## src/fif_pkg.sv

```systemverilog
// Purpose: shared constants and helpers for the ingress frame filter
// Assumes: one 10 MHz clock, word-addressed register port
// Notes: entry and port settings are 16-bit words, low bits of the bus
package fif_pkg;
  // sizes
  localparam int NUM_PORTS = 10;
  localparam int NUM_ENT = 4;
  localparam int PORT_W = 4;
  localparam int ENT_W = 2;
  localparam int ADDR_W = 8;
  localparam int DATA_W = 32;
  localparam int CNT_W = 32;
  // three-way flag condition codes (3 also reads as don't-care)
  localparam logic [1:0] COND_ZERO = 2'h0;
  localparam logic [1:0] COND_ONE = 2'h1;
  localparam logic [1:0] COND_ANY = 2'h2;
  // tcp flag positions in the frame flag vector
  localparam int FLAG_FIN = 0;
  localparam int FLAG_SYN = 1;
  localparam int FLAG_RST = 2;
  localparam int FLAG_PSH = 3;
  localparam int FLAG_ACK = 4;
  localparam int FLAG_URG = 5;
  // filter_entry config word fields
  localparam int ENT_VALID_BIT = 0;
  localparam int ENT_FTYPE_BIT = 1;
  localparam int ENT_SPEC_BIT = 2;
  localparam int ENT_DENY_BIT = 3;
  localparam int ENT_COND_LSB = 4;
  localparam logic [15:0] ENT_CFG_RST = 16'hAAA0;
  localparam logic [15:0] ENT_ETYPE_RST = 16'h0600;
  // per-port config word fields
  localparam int PC_GRP_LSB = 0;
  localparam int PC_DENY_BIT = 3;
  localparam int PC_RATE_LSB = 4;
  localparam int PC_COPY_EN_BIT = 8;
  localparam int PC_COPY_LSB = 9;
  localparam int PC_MIRROR_BIT = 13;
  localparam int PC_LOG_BIT = 14;
  localparam int PC_SHUT_BIT = 15;
  localparam logic [15:0] PORT_CFG_RST = 16'h0000;
  // register word addresses
  localparam logic [7:0] A_ENT_CFG = 8'h10;
  localparam logic [7:0] A_ENT_ETYPE = 8'h20;
  localparam logic [7:0] A_ENT_CNT = 8'h30;
  localparam logic [7:0] A_PORT_CFG = 8'h40;
  localparam logic [7:0] A_PORT_DIS = 8'h50;
  localparam logic [7:0] A_CLEAR = 8'h51;
  // ethertypes that belong to the ip classes, not the ethertype class
  localparam logic [15:0] ET_IPV4 = 16'h0800;
  localparam logic [15:0] ET_ARP = 16'h0806;
  localparam logic [15:0] ET_IPV6 = 16'h86DD;
  // log rate limit: least gap between two logged frames
  localparam int CLK_NS = 100;
  localparam int LOG_GAP_NS = 100000;
  localparam int LOG_GAP_CYC = LOG_GAP_NS / CLK_NS;
  localparam int LOG_CNT_W = 10;

  // two-bit condition k of an entry config word
  function automatic logic [1:0] fif_cond(input logic [15:0] cfg,
                                          input int k);
    fif_cond = cfg[ENT_COND_LSB + 2 * k +: 2];
  endfunction : fif_cond

  // one flag condition: don't-care, or tcp with the flag as asked
  function automatic logic fif_flag_ok(input logic [1:0] cond,
                                       input logic is_tcp,
                                       input logic flag);
    fif_flag_ok = cond[1] || (is_tcp && (flag == cond[0]));
  endfunction : fif_flag_ok
endpackage : fif_pkg

```

## src/fif_entry_match.sv

```systemverilog
// Purpose: decide whether one frame matches one filter_entry
// Assumes: config words are stable while a frame is presented
// Notes: purely combinational, one instance per entry
module fif_entry_match
  import fif_pkg::*;
(
  input wire logic [15:0] cfg,
  input wire logic [15:0] etype_val,
  input wire logic is_tcp,
  input wire logic [5:0] tcp_flags,
  input wire logic [15:0] etype,
  output logic hit
);
  logic flags_ok; // all six flag tests pass
  logic type_ok; // frame-type and ethertype tests pass
  logic et_class; // frame is outside the ip ethertypes

  /////////////////////////////////////////////////////////////////////////
  // flag and type tests
  always_comb
  begin
    flags_ok = 1'b1;
    // fin, syn, rst, psh, ack, urg in that order
    for (int k = 0; k < 6; k++)
      flags_ok = flags_ok &&
        fif_flag_ok(fif_cond(cfg, k), is_tcp, tcp_flags[k]);
    et_class = (etype != ET_IPV4) && (etype != ET_ARP) && (etype != ET_IPV6);
    // ethertype value only counts for the ethertype class
    if (cfg[ENT_FTYPE_BIT])
      type_ok = et_class && (!cfg[ENT_SPEC_BIT] || etype == etype_val);
    else
      type_ok = 1'b1;
    hit = cfg[ENT_VALID_BIT] && flags_ok && type_ok;
  end
endmodule : fif_entry_match

```

## src/fif_log_gate.sv

```systemverilog
// Purpose: rate limit for frames passed to the system log
// Assumes: log_req is a one-cycle request per frame
// Notes: grant is combinational so the frame result carries it at once
module fif_log_gate
  import fif_pkg::*;
(
  input wire logic clk,
  input wire logic resetn,
  input wire logic log_req,
  output logic log_grant
);
  typedef struct packed {
    logic [LOG_CNT_W-1:0] gap; // cycles left before next grant
  } fif_gate_t;
  fif_gate_t q, d;

  /////////////////////////////////////////////////////////////////////////
  // grant only when the gap has run out, then restart it
  always_comb
  begin
    d = q;
    log_grant = log_req && (q.gap == '0);
    if (log_grant)
      d.gap = LOG_CNT_W'(LOG_GAP_CYC - 1);
    else if (q.gap != '0)
      d.gap = q.gap - 1'b1;
  end

  always_ff @(posedge clk or negedge resetn)
  begin
    if (!resetn)
      q <= '0;
    else
      q <= d;
  end

  // a grant is followed by a closed window
  property p_log_gap;
    @(posedge clk) disable iff (!resetn)
      log_grant |=> !log_grant [*8];
  endproperty
  a_log_gap: assert property (p_log_gap)
    else $error("log granted inside the rate gap");
endmodule : fif_log_gate

```

## src/fif_filter_top.sv

```systemverilog
// Purpose: ingress frame filter and per-port policy for a switch
// Assumes: one frame descriptor per frm_valid pulse, synchronous inputs
// Notes: result of a frame appears one cycle after its descriptor

// Summary of operation
// - each entry holds three-way fin condition
// - each entry holds three-way syn condition
// - each entry holds three-way rst condition
// - each entry holds three-way psh condition
// - each entry holds three-way ack condition
// - each entry holds three-way urg condition
// - ethertype test only for ethertype class entries
// - ethertype filter is don't-care or exact
// - port deny, copy, mirror and log defaults apply unless an entry matches; group and rate always come from the port
// - port policy group 1..8, resets 1
// - port action permit or deny, resets permit
// - rate limiter off or 1..15, resets off
// - port copy off or target port
// - mirror received frames when enabled
// - log received frames when enabled, rate limited
// - shutdown disables port on any frame
// - per-entry hit counter, readable
// - clear command zeroes hit counters
module fif_filter_top
  import fif_pkg::*;
(
  input wire logic clk,
  input wire logic resetn,
  input wire logic [fif_pkg::ADDR_W-1:0] reg_addr,
  input wire logic [fif_pkg::DATA_W-1:0] reg_wdata,
  input wire logic reg_wr,
  input wire logic reg_rd,
  output logic [fif_pkg::DATA_W-1:0] reg_rdata,
  input wire logic frm_valid,
  input wire logic [fif_pkg::PORT_W-1:0] frm_port,
  input wire logic frm_is_tcp,
  input wire logic [5:0] frm_tcp_flags,
  input wire logic [15:0] frm_etype,
  output logic res_valid,
  output logic res_hit,
  output logic [fif_pkg::ENT_W-1:0] res_entry,
  output logic res_deny,
  output logic [3:0] res_group,
  output logic [3:0] res_rate,
  output logic res_copy_en,
  output logic [fif_pkg::PORT_W-1:0] res_copy_port,
  output logic res_mirror,
  output logic res_log,
  output logic [fif_pkg::NUM_PORTS-1:0] port_dis
);
  import fif_pkg::*;

  /////////////////////////////////////////////////////////////////////////
  // state

  // all state of the block except the log gate counter in one word
  typedef struct packed {
    logic [NUM_ENT-1:0][15:0] ent_cfg; // filter_entry settings
    logic [NUM_ENT-1:0][15:0] ent_etype; // ethertype compare values
    logic [NUM_ENT-1:0][CNT_W-1:0] hit_cnt; // per-entry hit counters
    logic [NUM_PORTS-1:0][15:0] port_cfg; // per-port defaults
    logic [NUM_PORTS-1:0] port_dis; // ports shut down by a frame
    logic [DATA_W-1:0] rdata; // read data, valid one cycle
    logic res_valid; // result strobe
    logic res_hit; // an entry matched
    logic [ENT_W-1:0] res_entry; // index of the matching entry
    logic res_deny; // frame must be dropped
    logic [3:0] res_group; // port_policy_group, 1..8
    logic [3:0] res_rate; // rate_limiter_select, 0 is off
    logic res_copy_en; // duplicate to res_copy_port
    logic [PORT_W-1:0] res_copy_port; // copy target
    logic res_mirror; // send a copy to the mirror port
    logic res_log; // pass to the system log
  } fif_state_t;

  fif_state_t q, d;

  logic [NUM_ENT-1:0] ent_hit; // per-entry match of current frame
  logic log_req; // frame asks to be logged
  logic log_grant; // rate gate lets it through

  // true when addr lies in an entry bank starting at base
  function automatic logic in_bank(input logic [7:0] addr,
                                   input logic [7:0] base,
                                   input int count);
    in_bank = (addr[7:4] == base[7:4]) && (int'(addr[3:0]) < count);
  endfunction : in_bank

  /////////////////////////////////////////////////////////////////////////
  // matchers, one per filter_entry, all looking at the same frame
  for (genvar i = 0; i < NUM_ENT; i++)
  begin : g_ent
    fif_entry_match u_match (
      .cfg(q.ent_cfg[i]),
      .etype_val(q.ent_etype[i]),
      .is_tcp(frm_is_tcp),
      .tcp_flags(frm_tcp_flags),
      .etype(frm_etype),
      .hit(ent_hit[i])
    );
  end

  // logging is throttled so a flood cannot swamp the log path
  fif_log_gate u_log (
    .clk(clk),
    .resetn(resetn),
    .log_req(log_req),
    .log_grant(log_grant)
  );

  /////////////////////////////////////////////////////////////////////////
  // next state
  always_comb
  begin
    logic port_ok; // frame port exists
    logic any_hit; // at least one entry matched
    logic [ENT_W-1:0] win; // lowest matching entry
    logic [15:0] pc; // config of the receiving port
    logic [PORT_W-1:0] pidx; // receiving port, in range
    port_ok = 1'b0;
    any_hit = 1'b0;
    win = '0;
    pc = PORT_CFG_RST;
    pidx = '0;
    log_req = 1'b0;
    d = q;
    // res_valid, res_hit and res_log are strobes; clear them and rdata every cycle
    d.res_valid = 1'b0;
    d.res_hit = 1'b0;
    d.res_log = 1'b0;
    d.rdata = '0;

    // register writes
    if (reg_wr)
    begin
      if (in_bank(reg_addr, A_ENT_CFG, NUM_ENT))
        d.ent_cfg[reg_addr[ENT_W-1:0]] = reg_wdata[15:0];
      else if (in_bank(reg_addr, A_ENT_ETYPE, NUM_ENT))
        d.ent_etype[reg_addr[ENT_W-1:0]] = reg_wdata[15:0];
      else if (in_bank(reg_addr, A_PORT_CFG, NUM_PORTS))
        d.port_cfg[reg_addr[PORT_W-1:0]] = reg_wdata[15:0];
      else if (reg_addr == A_PORT_DIS)
        // write one to re-enable a port
        d.port_dis = q.port_dis & ~reg_wdata[NUM_PORTS-1:0];
      else if (reg_addr == A_CLEAR)
      begin
        // clear before counting so a same-cycle hit still counts
        for (int i = 0; i < NUM_ENT; i++)
          d.hit_cnt[i] = '0;
      end
    end

    // register reads, answered next cycle; unmapped reads give zero
    if (reg_rd)
    begin
      if (in_bank(reg_addr, A_ENT_CFG, NUM_ENT))
        d.rdata = {16'h0000, q.ent_cfg[reg_addr[ENT_W-1:0]]};
      else if (in_bank(reg_addr, A_ENT_ETYPE, NUM_ENT))
        d.rdata = {16'h0000, q.ent_etype[reg_addr[ENT_W-1:0]]};
      else if (in_bank(reg_addr, A_ENT_CNT, NUM_ENT))
        d.rdata = q.hit_cnt[reg_addr[ENT_W-1:0]];
      else if (in_bank(reg_addr, A_PORT_CFG, NUM_PORTS))
        d.rdata = {16'h0000, q.port_cfg[reg_addr[PORT_W-1:0]]};
      else if (reg_addr == A_PORT_DIS)
        d.rdata = {{(DATA_W - NUM_PORTS){1'b0}}, q.port_dis};
    end

    // frame classification
    if (frm_valid && int'(frm_port) < NUM_PORTS)
    begin
      port_ok = 1'b1;
      pidx = frm_port;
      pc = q.port_cfg[pidx];
      // lowest index wins when several entries match
      for (int i = NUM_ENT - 1; i >= 0; i--)
      begin
        if (ent_hit[i])
        begin
          any_hit = 1'b1;
          win = ENT_W'(i);
        end
      end
    end

    if (port_ok)
    begin
      d.res_valid = 1'b1;
      d.res_entry = win;
      d.res_group = 4'(pc[PC_GRP_LSB +: 3]) + 4'h1;
      d.res_rate = pc[PC_RATE_LSB +: 4];
      d.res_copy_port = pc[PC_COPY_LSB +: PORT_W];
      if (q.port_dis[pidx])
      begin
        // a shut port drops everything and has no side effects
        d.res_deny = 1'b1;
        d.res_copy_en = 1'b0;
        d.res_mirror = 1'b0;
      end
      else if (any_hit)
      begin
        // a matching entry overrides the port deny, copy, mirror and log defaults
        d.res_hit = 1'b1;
        d.res_deny = q.ent_cfg[win][ENT_DENY_BIT];
        d.res_copy_en = 1'b0;
        d.res_mirror = 1'b0;
        d.hit_cnt[win] = d.hit_cnt[win] + 1'b1;
      end
      else
      begin
        // port defaults
        d.res_deny = pc[PC_DENY_BIT];
        d.res_copy_en = pc[PC_COPY_EN_BIT];
        d.res_mirror = pc[PC_MIRROR_BIT];
        log_req = pc[PC_LOG_BIT];
        d.res_log = log_grant;
      end
      // any frame on a shutdown-enabled port disables it; set wins
      if (pc[PC_SHUT_BIT])
        d.port_dis[pidx] = 1'b1;
    end
  end

  /////////////////////////////////////////////////////////////////////////
  // state register
  always_ff @(posedge clk or negedge resetn)
  begin
    if (!resetn)
    begin
      q.ent_cfg <= {NUM_ENT{ENT_CFG_RST}};
      q.ent_etype <= {NUM_ENT{ENT_ETYPE_RST}};
      q.hit_cnt <= '0;
      q.port_cfg <= {NUM_PORTS{PORT_CFG_RST}};
      q.port_dis <= '0;
      q.rdata <= '0;
      q.res_valid <= 1'b0;
      q.res_hit <= 1'b0;
      q.res_entry <= '0;
      q.res_deny <= 1'b0;
      q.res_group <= 4'h1;
      q.res_rate <= 4'h0;
      q.res_copy_en <= 1'b0;
      q.res_copy_port <= '0;
      q.res_mirror <= 1'b0;
      q.res_log <= 1'b0;
    end
    else
      q <= d;
  end

  // outputs straight from flip-flops
  assign reg_rdata = q.rdata;
  assign res_valid = q.res_valid;
  assign res_hit = q.res_hit;
  assign res_entry = q.res_entry;
  assign res_deny = q.res_deny;
  assign res_group = q.res_group;
  assign res_rate = q.res_rate;
  assign res_copy_en = q.res_copy_en;
  assign res_copy_port = q.res_copy_port;
  assign res_mirror = q.res_mirror;
  assign res_log = q.res_log;
  assign port_dis = q.port_dis;

  /////////////////////////////////////////////////////////////////////////
  // checks on entry 0 and the policy path
  property p_fin_zero;
    @(posedge clk) disable iff (!resetn)
      frm_is_tcp && frm_tcp_flags[FLAG_FIN] &&
      fif_cond(q.ent_cfg[0], FLAG_FIN) == COND_ZERO |-> !ent_hit[0];
  endproperty
  a_fin_zero: assert property (p_fin_zero)
    else $error("entry matched with forbidden fin");

  property p_syn_one;
    @(posedge clk) disable iff (!resetn)
      !frm_tcp_flags[FLAG_SYN] &&
      fif_cond(q.ent_cfg[0], FLAG_SYN) == COND_ONE |-> !ent_hit[0];
  endproperty
  a_syn_one: assert property (p_syn_one)
    else $error("entry matched without required syn");

  property p_rst_zero;
    @(posedge clk) disable iff (!resetn)
      frm_is_tcp && frm_tcp_flags[FLAG_RST] &&
      fif_cond(q.ent_cfg[0], FLAG_RST) == COND_ZERO |-> !ent_hit[0];
  endproperty
  a_rst_zero: assert property (p_rst_zero)
    else $error("entry matched with forbidden rst");

  property p_psh_one;
    @(posedge clk) disable iff (!resetn)
      !frm_is_tcp &&
      fif_cond(q.ent_cfg[0], FLAG_PSH) == COND_ONE |-> !ent_hit[0];
  endproperty
  a_psh_one: assert property (p_psh_one)
    else $error("non-tcp frame matched a psh condition");

  property p_etype;
    @(posedge clk) disable iff (!resetn)
      q.ent_cfg[0][ENT_FTYPE_BIT] && q.ent_cfg[0][ENT_SPEC_BIT] &&
      frm_etype != q.ent_etype[0] |-> !ent_hit[0];
  endproperty
  a_etype: assert property (p_etype)
    else $error("entry matched a different ethertype");

  property p_default;
    @(posedge clk) disable iff (!resetn)
      frm_valid && int'(frm_port) < NUM_PORTS && ent_hit == '0 &&
      !q.port_dis[frm_port]
      |=> res_valid && !res_hit &&
          res_deny == $past(q.port_cfg[frm_port][PC_DENY_BIT]);
  endproperty
  a_default: assert property (p_default)
    else $error("port default not applied to unmatched frame");

  property p_group;
    @(posedge clk) disable iff (!resetn)
      res_valid |-> res_group >= 4'h1 && res_group <= 4'h8;
  endproperty
  a_group: assert property (p_group)
    else $error("policy group out of range");

  property p_shut;
    @(posedge clk) disable iff (!resetn)
      frm_valid && int'(frm_port) < NUM_PORTS &&
      q.port_cfg[frm_port][PC_SHUT_BIT] |=> port_dis[$past(frm_port)];
  endproperty
  a_shut: assert property (p_shut)
    else $error("shutdown port not disabled after a frame");

  property p_count;
    @(posedge clk) disable iff (!resetn)
      frm_valid && int'(frm_port) < NUM_PORTS && ent_hit[0] &&
      !q.port_dis[frm_port] && !(reg_wr && reg_addr == A_CLEAR)
      |=> q.hit_cnt[0] == $past(q.hit_cnt[0]) + 1;
  endproperty
  a_count: assert property (p_count)
    else $error("hit counter did not step");

  property p_clear;
    @(posedge clk) disable iff (!resetn)
      reg_wr && reg_addr == A_CLEAR && !frm_valid |=> q.hit_cnt == '0;
  endproperty
  a_clear: assert property (p_clear)
    else $error("counters not cleared");
endmodule : fif_filter_top

```

## config.mk

```make
export PLATFORM = sky130hd
export DESIGN_NAME = fif_filter_top
export DESIGN_NICKNAME = d
export VERILOG_FILES = /design/src/fif_pkg.sv /design/src/fif_entry_match.sv /design/src/fif_log_gate.sv /design/src/fif_filter_top.sv
export SDC_FILE = /design/constraint.sdc
export NUM_CORES = 1
export LEC_CHECK = 0
export BUFFER_PORTS_ARGS = -buffer_cell sky130_fd_sc_hd__clkbuf_2
export CAP_MARGIN = 20
export CORE_MARGIN = 2
export CORE_UTILIZATION = 57
export DETAILED_ROUTE_END_ITERATION = 16
export GPL_TIMING_DRIVEN = 0
export PLACE_DENSITY = 0.75
export REMOVE_ABC_BUFFERS = 1
export SETUP_SLACK_MARGIN = 0.4
export SKIP_LAST_GASP = 1
export SYNTH_ARGS = -nofsm -noshare
export SYNTH_HDL_FRONTEND = slang
export SYNTH_SLANG_ARGS = --single-unit
```

## constraint.sdc

```tcl
create_clock -name clk -period 5.2 [get_ports clk]
set_input_delay 1.3 -clock clk [delete_from_list [all_inputs] [get_ports clk]]
set_output_delay 1.3 -clock clk [all_outputs]
set_load 0.03 [all_outputs]
```

==> metrics, run 1 <==
leading cell type in the layout, fill and taps excluded=dfrtp_1; first-pass GRT wire length=117.9 mm; DR vias=between 20000 and 25000; PD cells=285.2 nW/um^2; largest family of logic cells by synthesized area=multiplexers; WL/cell=27.08 um; CTS buffer count=51; worst-path cell chain=clkbuf_2 > xnor2_2 > nand4_1 > nor4_4 > a2bb2oi_2 > a22oi_2 > buf_4 > o2bb2ai_1 > or4_4 > or4_4 > nor2_2 > nand4_1 > xor2_2 > o21ai_1; io pins=134; Worst setup EP type=flip-flop; vias in the first global route=19950; post-synthesis mux area share=0.2488; non-filler cells, final=2903; combinational share of power=0.084; Core Rows=78; final hold violation count=0; Clock Pin Slew Worst Setup and Hold Paths=0.06 ns; Post-Syn Area=about 26000 um^2; H-Tree Depth=2; CP max stage delay=0.61 ns; HP Class=reg -> reg; max cap viols=0; routed vias/inst=between 6 and 7; synthesized flop and latch total=around 500; Overall Power=8.630 mW; Avg Cell Area, Syn=11.80 um^2; startpoint types=primary input; Relative slew margins=0.2056; clk sinks=488; Setup Crit Path Kind=in -> reg; core area=approximately 46000 um^2; drt first pass iters=6; post-route cell area=about 30000 um^2; Int Pwr=6.520 mW; fraction of registers with async set/reset=1.000; CTS tree=yes; drt drc=0; Final Setup Violations=0; DP Area=27050 um^2; post-synth top area share=0.4315; Net Sw Frac=0.2445; Overflow after GRT=0; Worst Max-Slew Pin Slew=1.189 ns; CTS root buf=clkbuf_16; Placed Cells=2728; Worst Path Max Fanout=8; Clock Power Share=0.454; worst hold margin=0.4753 ns; predominant post-synthesis flop cell=dfrtp_1; Final min period=4.832 ns; peak supply drop=291.3 uV; P_sw=2.110 mW; Tot GR Track Use=0.3245; Cells after Synth=2236; worst setup skew after layout=0.03458 ns; warning count from the yosys run=0; WL final=78.62 mm; Synth Area in Compound Gates=0.1017; commonest non-fill, non-tap cells in the layout=dfrtp_1 (455), mux2_2 (302), nand3_1 (142); initial antenna violation count=2; die area=48030 um^2; post-cts hold buffer count=0; CP Data Arrival Time=5.30 ns; share of cells above drive strength 1=0.3809; First DRT Iteration DRCs=2674; buffers added on ports=117; Synth area leader=dfrtp_1; critical path's slowest cell=or4_4; worst skew pair latency=between 0.6 and 0.7 ns; die width=219.2 um; DPL Wire Length=48.53 mm; synth unique cells=84; Post-synth EDFFs=0; Clock Tree Buf Depth=3; Area growth syn-to-layout=14.69%; Static Leakage=about 13 nW; fin. max-slew vios=0; initial core utilization=0.5789; Worst Path Required=5.67 ns; gp weighted congestion=between 0.9 and 1; RSZ-0062 raised after global routing=false; Layout Nets=between 2000 and 2500; Synth Area in Simple Gates=0.09636; sequential area share after synthesis=0.4644; share of power burned in registers=0.462; Final Cycle Share=0.9292; maximum clock frequency=207.0 MHz; pin count of the biggest net entering global routing=111; synth top area cells=dfrtp_1 (43%), mux2_2 (13%), mux4_2 (11%); Post-DRT Antenna Nets=0; chip height=roughly 220 um; outcome=complete, no violations; XOR/XNOR Fraction of Synth Area=0.04078; adder-cell share of the synthesized area=0.001423
## metrics by stage
stage	setup slack (ns)	util	TNS, ns
after floorplan	-0.4667	-	-26.41
after global placement	-7.944	0.5822	-4914.74
after detailed placement	-2.064	0.5935	-205.62
after CTS	0.3939	0.6509	0
after global routing	0.2782	0.6638	0
final	0.3683	0.6640	0
## final cells by class
class	count	area [um^2]
Multi-Input combinational cell	1490	13570
Antenna cell	3	7.507
Clock inverter	25	331.6
Timing Repair Buffer	216	1844
Tap cell	600	750.7
Sequential cell	488	12250
Fill cell	3185	15310
Clock buffer	70	1458
Inverter	11	45.04
## registers in the layout, indices dropped and copies added (netlist names), 2 cells and up
register       flops
res_group          4
res_copy_port      4
q                416
reg_rdata         32
port_dis          10
res_entry          2
res_rate           4
u_log.q           10
## cells by family (layout without fill, tap and decap cells)
logic type                 count (synthesis)  after routing
muxes                                    458            458
DFF                                      488            488
AOI/OAI and AO/OA                        410            411
xor gates and xnor gates                 122            122
and+or+nand+nor                          494            496
buffers and inverters                    261            322
other                                      0              3
adders and majority gates                  3              3
## worst paths after layout
| path | end | slack, ns | cells past startpoint | from |
|---|---|---|---|---|
| max in group asynchronous | q[248] | 2.88 | 3 | resetn |
| worst min register to register | res_group[0] | 0.48 | 2 | res_group[0] |
| min in group asynchronous | res_rate[0] | 0.80 | 1 | resetn |
| worst max register to register | q[245] | 0.81 | 15 | q[392] |
| worst max-delay path | q[245] | 0.37 | 14 | frm_etype[14] |
| worst min-delay path | res_group[0] | 0.48 | 2 | res_group[0] |
## routing by layer
layer  global-route usage  part of all wire  wire (um)
met4               0.1498             0.048       3756
met5              0.01354            0.0012         96
met3              0.06819              0.11       8461
met1               0.4396              0.38      29960
met2               0.5043              0.46      36350
## critical path: cells and delay by family
kind                      cells  cell delay, ns
buffers and inverters         2            0.45
AOI/OAI and AO/OA             4            0.71
xor gates and xnor gates      2            0.61
and+or+nand+nor               6            2.22
## power by group through the flow
stage          Sequential, mW  Clock [mW]  Combinational, mW
3_3_place_gp             4.05           0              0.634
3_5_place_dp             4.05           0              0.669
5_1_grt                  4.00        4.11              0.768
4_1_cts                  3.99        3.94              0.706
2_1_floorplan            4.05           0              0.308
6_report                 3.99        3.92              0.723
## synthesized netlist by cell type, drive strengths merged (11+ instances only)
cell type	n
dfrtp	455
a2bb2oi	22
nor4	12
clkbuf	146
o21a	11
nand4	31
mux2	302
inv	11
nand3	143
o21ai	177
xor2	13
xnor2	109
nor3	37
a22oi	35
nor2	47
buf	104
a21oi	68
nor2b	23
a222oi	19
and2	19
mux2i	28
dfstp	33
nand2	132
mux4	128
## timing repair
item                       CTS  global route
buffers inserted            45            25
cloned                       6             0
gates resized for setup     56            85
setup endpoints to repair  136           117
pin swaps                   32            43
No activity file was read; power rests on OpenSTA's default activity.
==> run 2: changes to the inputs <==
--- a/config.mk
+++ b/config.mk
@@ -7,11 +7,13 @@
 export LEC_CHECK = 0
 export BUFFER_PORTS_ARGS = -buffer_cell sky130_fd_sc_hd__clkbuf_2
 export CAP_MARGIN = 20
+export CELL_PAD_IN_SITES_DETAIL_PLACEMENT = 1
+export CELL_PAD_IN_SITES_GLOBAL_PLACEMENT = 1
 export CORE_MARGIN = 2
-export CORE_UTILIZATION = 57
+export CORE_UTILIZATION = 51
 export DETAILED_ROUTE_END_ITERATION = 16
 export GPL_TIMING_DRIVEN = 0
-export PLACE_DENSITY = 0.75
+export PLACE_DENSITY_LB_ADDON = 0.1
 export REMOVE_ABC_BUFFERS = 1
 export SETUP_SLACK_MARGIN = 0.4
 export SKIP_LAST_GASP = 1
==> metrics, run 2 (synthesis gave the netlist of run 1 again) <==
outcome=complete, no violations; Worst Path Required=about 5.7 ns; fin. max-slew vios=0; pin count of the biggest net entering global routing=110; share of cells above drive strength 1=0.3775; Relative slew margins=0.2818; Final Cycle Share=0.9230; Final min period=4.800 ns; peak supply drop=258.6 uV; Tot GR Track Use=0.3277; buffers added on ports=117; antenna cell count=0; HP Start=res_rate[3]; Largest register FFs=416; vias in the first global route=21150; CP Data Arrival Time=5.29 ns; Setup Crit Path Kind=in -> reg; Reg with most FFs=q; WL final=86.99 mm; post-cts hold buffer count=0; first-pass GRT wire length=about 130 mm; commonest non-fill, non-tap cells in the layout=dfrtp_1 (455), mux2_2 (302), nand3_1 (142); RSZ-0062 raised after global routing=true; core area=51200 um^2; startpoint types=primary input; leading cell type in the layout, fill and taps excluded=dfrtp_1; DR vias=about 20000; chip height=231.5 um; gp weighted congestion=approximately 0.85; Area growth syn-to-layout=15.06%; Worst Path Max Fanout=6; initial core utilization=0.5154; max cap viols=0; Final Setup Violations=0; WL/cell=a little under 30 um; Overflow after GRT=0; clk sinks=488; Layout Nets=2334; Final WS setup=0.4004 ns; non-filler cells, final=2982; hold depth=2; PD cells=285.3 nW/um^2; Critical Path Source=frm_etype[15]; routed vias/inst=6.638; Core Rows=83; Hold EP=res_rate[3]; io pins=134; CTS root buf=clkbuf_16; First DRT Iteration DRCs=1731; Crit Reg-Reg Endpoint=q[285]; die area=53570 um^2; maximum clock frequency=about 210 MHz; pre-CTS setup slack=-2.538 ns; RR Startpoint=q[392]; Final Util=0.5930; r2r worst-path depth=15; fillers=between 5000 and 6000; final hold violation count=0; Worst Max-Slew Pin Slew=1.075 ns; worst skew pair latency=0.64 ns; CTS buffer count=55; Static Leakage=around 13 nW; drt drc=0; initial antenna violation count=1; drt first pass iters=5; R2R Setup Slk=0.86 ns; HP Class=reg -> reg; die width=231.5 um; Worst setup EP type=flip-flop; DPL Wire Length=between 50 and 60 mm; H-Tree Depth=2; worst setup skew after layout=0.03316 ns; CTS tree=yes; Placed Cells=2811; Post-DRT Antenna Nets=0; Clock Pin Slew Worst Setup and Hold Paths=0.06 ns; Clock Tree Buf Depth=3
run 2: layout make-up:
cell class / count / area, um^2 / area share
Multi-Input combinational cell: 1489 / 13540 / 0.4458
Inverter: 11 / 45.04 / 0.001484
Sequential cell: 488 / 12250 / 0.4036
Tap cell: 680 / 850.8 / 0.02803
Timing Repair Buffer: 214 / 1883 / 0.06203
Clock inverter: 15 / 171.4 / 0.005646
Clock buffer: 85 / 1620 / 0.05337
run 2: worst max-delay path by stage:
| stage | to | cells after the start | slack [ns] |
|---|---|---|---|
| after floorplan | q[274] | 10 | -0.47 |
| after global placement | q[287] | 1 | -8.41 |
| after detailed placement | q[278] | 14 | -2.54 |
| after CTS | q[285] | 16 | 0.37 |
| after global routing | q[253] | 14 | 0.32 |
| final | q[285] | 14 | 0.40 |
run 2: metal layers:
layer	part of all wire	wire, um	up-vias	global-route usage
met3	0.070	6068	192	0.06385
met4	0.040	3442	2	0.1321
met5	0.00018	16	-	0
li1	-	-	8333	-
met1	0.42	36160	10460	0.4405
met2	0.47	41300	806	0.5242
run 2: metrics by stage:
| stage | hold WS [ns] | power (mW) | setup TNS (ns) | instance area [um^2] |
|---|---|---|---|---|
| after floorplan | 0.4380 | 4.354 | -26.41 | 25200 |
| after global placement | 0.4540 | 4.707 | -5395.16 | 26630 |
| after detailed placement | 0.4730 | 4.751 | -285.73 | 27270 |
| after CTS | 0.4860 | 8.701 | 0 | 29960 |
| after global routing | 0.5094 | 8.935 | 0 | 30360 |
| final | 0.4813 | 8.661 | 0 | 30360 |
run 2: worst max-delay path: stages:
cell       delay, ns
buf_2           0.18
nand4_1         0.12
or4_4           0.52
a211oi_4        0.29
buf_12          0.17
o2bb2ai_2       0.26
o211ai_1        0.32
nor2_2          0.44
a221oi_1        0.15
o211ai_1        0.54
nand4_1         0.27
nor4_4          0.38
xnor2_2         0.20
o21ai_1         0.13
run 2: power breakdown:
part           internal, mW  total [mW]  switching [mW]
Clock                  2.28        3.92            1.64
Sequential             3.91        4.00          0.0897
Combinational         0.303       0.743           0.440
Total                  6.49        8.66            2.17
run 2: repair_timing:
item                       4_1_cts  5_1_grt
resized for setup               65       50
cloned                           3        0
buffers inserted                50       18
pin swaps                       31       25
setup endpoints to repair      141      107
==> run 3: changes to the inputs <==
--- a/config.mk
+++ b/config.mk
@@ -10,7 +10,7 @@
 export CELL_PAD_IN_SITES_DETAIL_PLACEMENT = 1
 export CELL_PAD_IN_SITES_GLOBAL_PLACEMENT = 1
 export CORE_MARGIN = 2
-export CORE_UTILIZATION = 51
+export CORE_UTILIZATION = 55
 export DETAILED_ROUTE_END_ITERATION = 16
 export GPL_TIMING_DRIVEN = 0
 export PLACE_DENSITY_LB_ADDON = 0.1
==> constraint.sdc (replaced) <==
create_clock -name clk -period 6.19 [get_ports clk]
set_input_delay 1.5475 -clock clk [delete_from_list [all_inputs] [get_ports clk]]
set_output_delay 1.5475 -clock clk [all_outputs]
set_load 0.03 [all_outputs]
==> metrics, run 3 (synthesis gave the netlist of run 1 again) <==
worst skew pair latency=0.62 ns; Worst Path Required=6.66 ns; Overall Power=7.041 mW; outcome=complete, no violations; Post-DRT Antenna Nets=0; DPL Wire Length=54.33 mm; PD cells=approximately 240 nW/um^2; Worst Path Max Fanout=24; WL final=85.86 mm; die area=approximately 50000 um^2; Layout Nets=2290; Final Cycle Share=0.9265; register area=around 12000 um^2; Clock Tree Buf Depth=3; CTS tree=yes; Setup Crit Path Kind=in -> reg; Area growth syn-to-layout=10.94%; total negative slack=0 ns; Static Leakage=12.53 nW; DR vias=around 20000; first-pass GRT wire length=130.7 mm; max cap viols=0; routed vias/inst=about 7; initial core utilization=0.5549; Worst setup EP type=flip-flop; CTS buffer count=53; commonest non-fill, non-tap cells in the layout=dfrtp_1 (455), mux2_2 (302), nand3_1 (142); vias in the first global route=20980; WL/cell=~30 um; Multi-input gate area=13120 um^2; fin. max-slew vios=0; die width=223.0 um; Overflow after GRT=0; critical path's slowest cell=nor4b_1; leading cell type in the layout, fill and taps excluded=dfrtp_1; worst-path cell chain=clkbuf_2 > a21oi_1 > nor4b_1 > nand2_1 > o22ai_4 > nand3_2 > a2bb2oi_1 > a211oi_2 > and4_1 > nand4_1 > xor2_1 > o21ai_1; DP Area=27120 um^2; post-route cell area=29270 um^2; pin count of the biggest net entering global routing=between 100 and 150; peak supply drop=~240 uV; H-Tree Depth=2; Core Rows=80; fillers=4708; Largest register FFs=416; buffers added on ports=between 100 and 150; CTS root buf=clkbuf_16; final hold violation count=0; Final min period=5.735 ns; antenna cell count=0; maximum clock frequency=174.4 MHz; drt first pass iters=6; startpoint types=primary input; CP max stage delay=0.67 ns; post-cts hold buffer count=0; worst setup skew after layout=0.02380 ns; gp weighted congestion=approximately 0.86; drt drc=0; Clock Pin Slew Worst Setup and Hold Paths=0.06 ns; Reg with most FFs=q; HP Class=reg -> reg; core area=47550 um^2; chip height=223.0 um; RSZ-0062 raised after global routing=false; io pins=134; First DRT Iteration DRCs=1760; clk sinks=488; CP Data Arrival Time=roughly 6.2 ns; share of cells above drive strength 1=0.3410; Tot GR Track Use=0.3475; Relative slew margins=0.2466; initial antenna violation count=1; Worst Max-Slew Pin Slew=approximately 1.1 ns; Final Setup Violations=0
## run 3: layout make-up
class | instances | area share
clock buffer | 90 | 0.05561
timing repair buffer | 171 | 0.04873
inverter | 11 | 0.001539
clock inverter | 5 | 0.0009831
multi-input combinational | 1490 | 0.4483
sequential | 488 | 0.4186
tap | 615 | 0.02629
## run 3: final timing paths
kind | cells after the start | slack [ns] | start | to
worst max-delay path | 12 | 0.45 | frm_is_tcp | q[245]
worst min-delay path | 2 | 0.47 | res_entry[0] | res_entry[0]
worst max register to register | 12 | 1.22 | q[408] | q[245]
worst min register to register | 2 | 0.47 | res_entry[0] | res_entry[0]
max in group asynchronous | 4 | 3.24 | resetn | q[334]
min in group asynchronous | 1 | 0.98 | resetn | q[165]
## run 3: metrics by stage
step	utilization	std cells	hold WS [ns]	setup slack, ns
after floorplan	-	1986	0.4380	0.2758
after global placement	0.5585	2718	0.4541	-7.550
after detailed placement	0.5704	2743	0.4663	-1.708
after CTS	0.6112	2858	0.4758	0.4111
after global routing	0.6157	2870	0.5201	0.3827
final	0.6157	2870	0.4740	0.4550
## run 3: worst max-delay path: cells and delay by family
kind | cells | cell delay [ns]
compound gates | 5 | 1.47
xor+xnor | 1 | 0.38
buf+inv | 1 | 0.43
simple gates | 5 | 2.33
## run 3: layer usage
layer	global-route usage	wire, um	up-vias
li1	-	-	8250
met1	0.4731	35930	10480
met2	0.5720	41580	761
met3	0.05044	5246	181
met4	0.1258	3110	0
met5	0	0	-
## run 3: report_power, final
part	switching, mW	total, mW	internal, mW	leakage [nW]
combinational	0.363	0.603	0.240	5.09
clock	1.31	3.08	1.77	0.811
sequential	0.0744	3.36	3.28	6.63
total	1.75	7.04	5.29	12.5
## run 3: repair_timing
item | in CTS | in global routing
pin swaps | 7 | 3
setup buffers | 18 | 5
setup endpoints to repair | 130 | 110
gates cloned | 2 | 2
gates resized for setup | 20 | 12
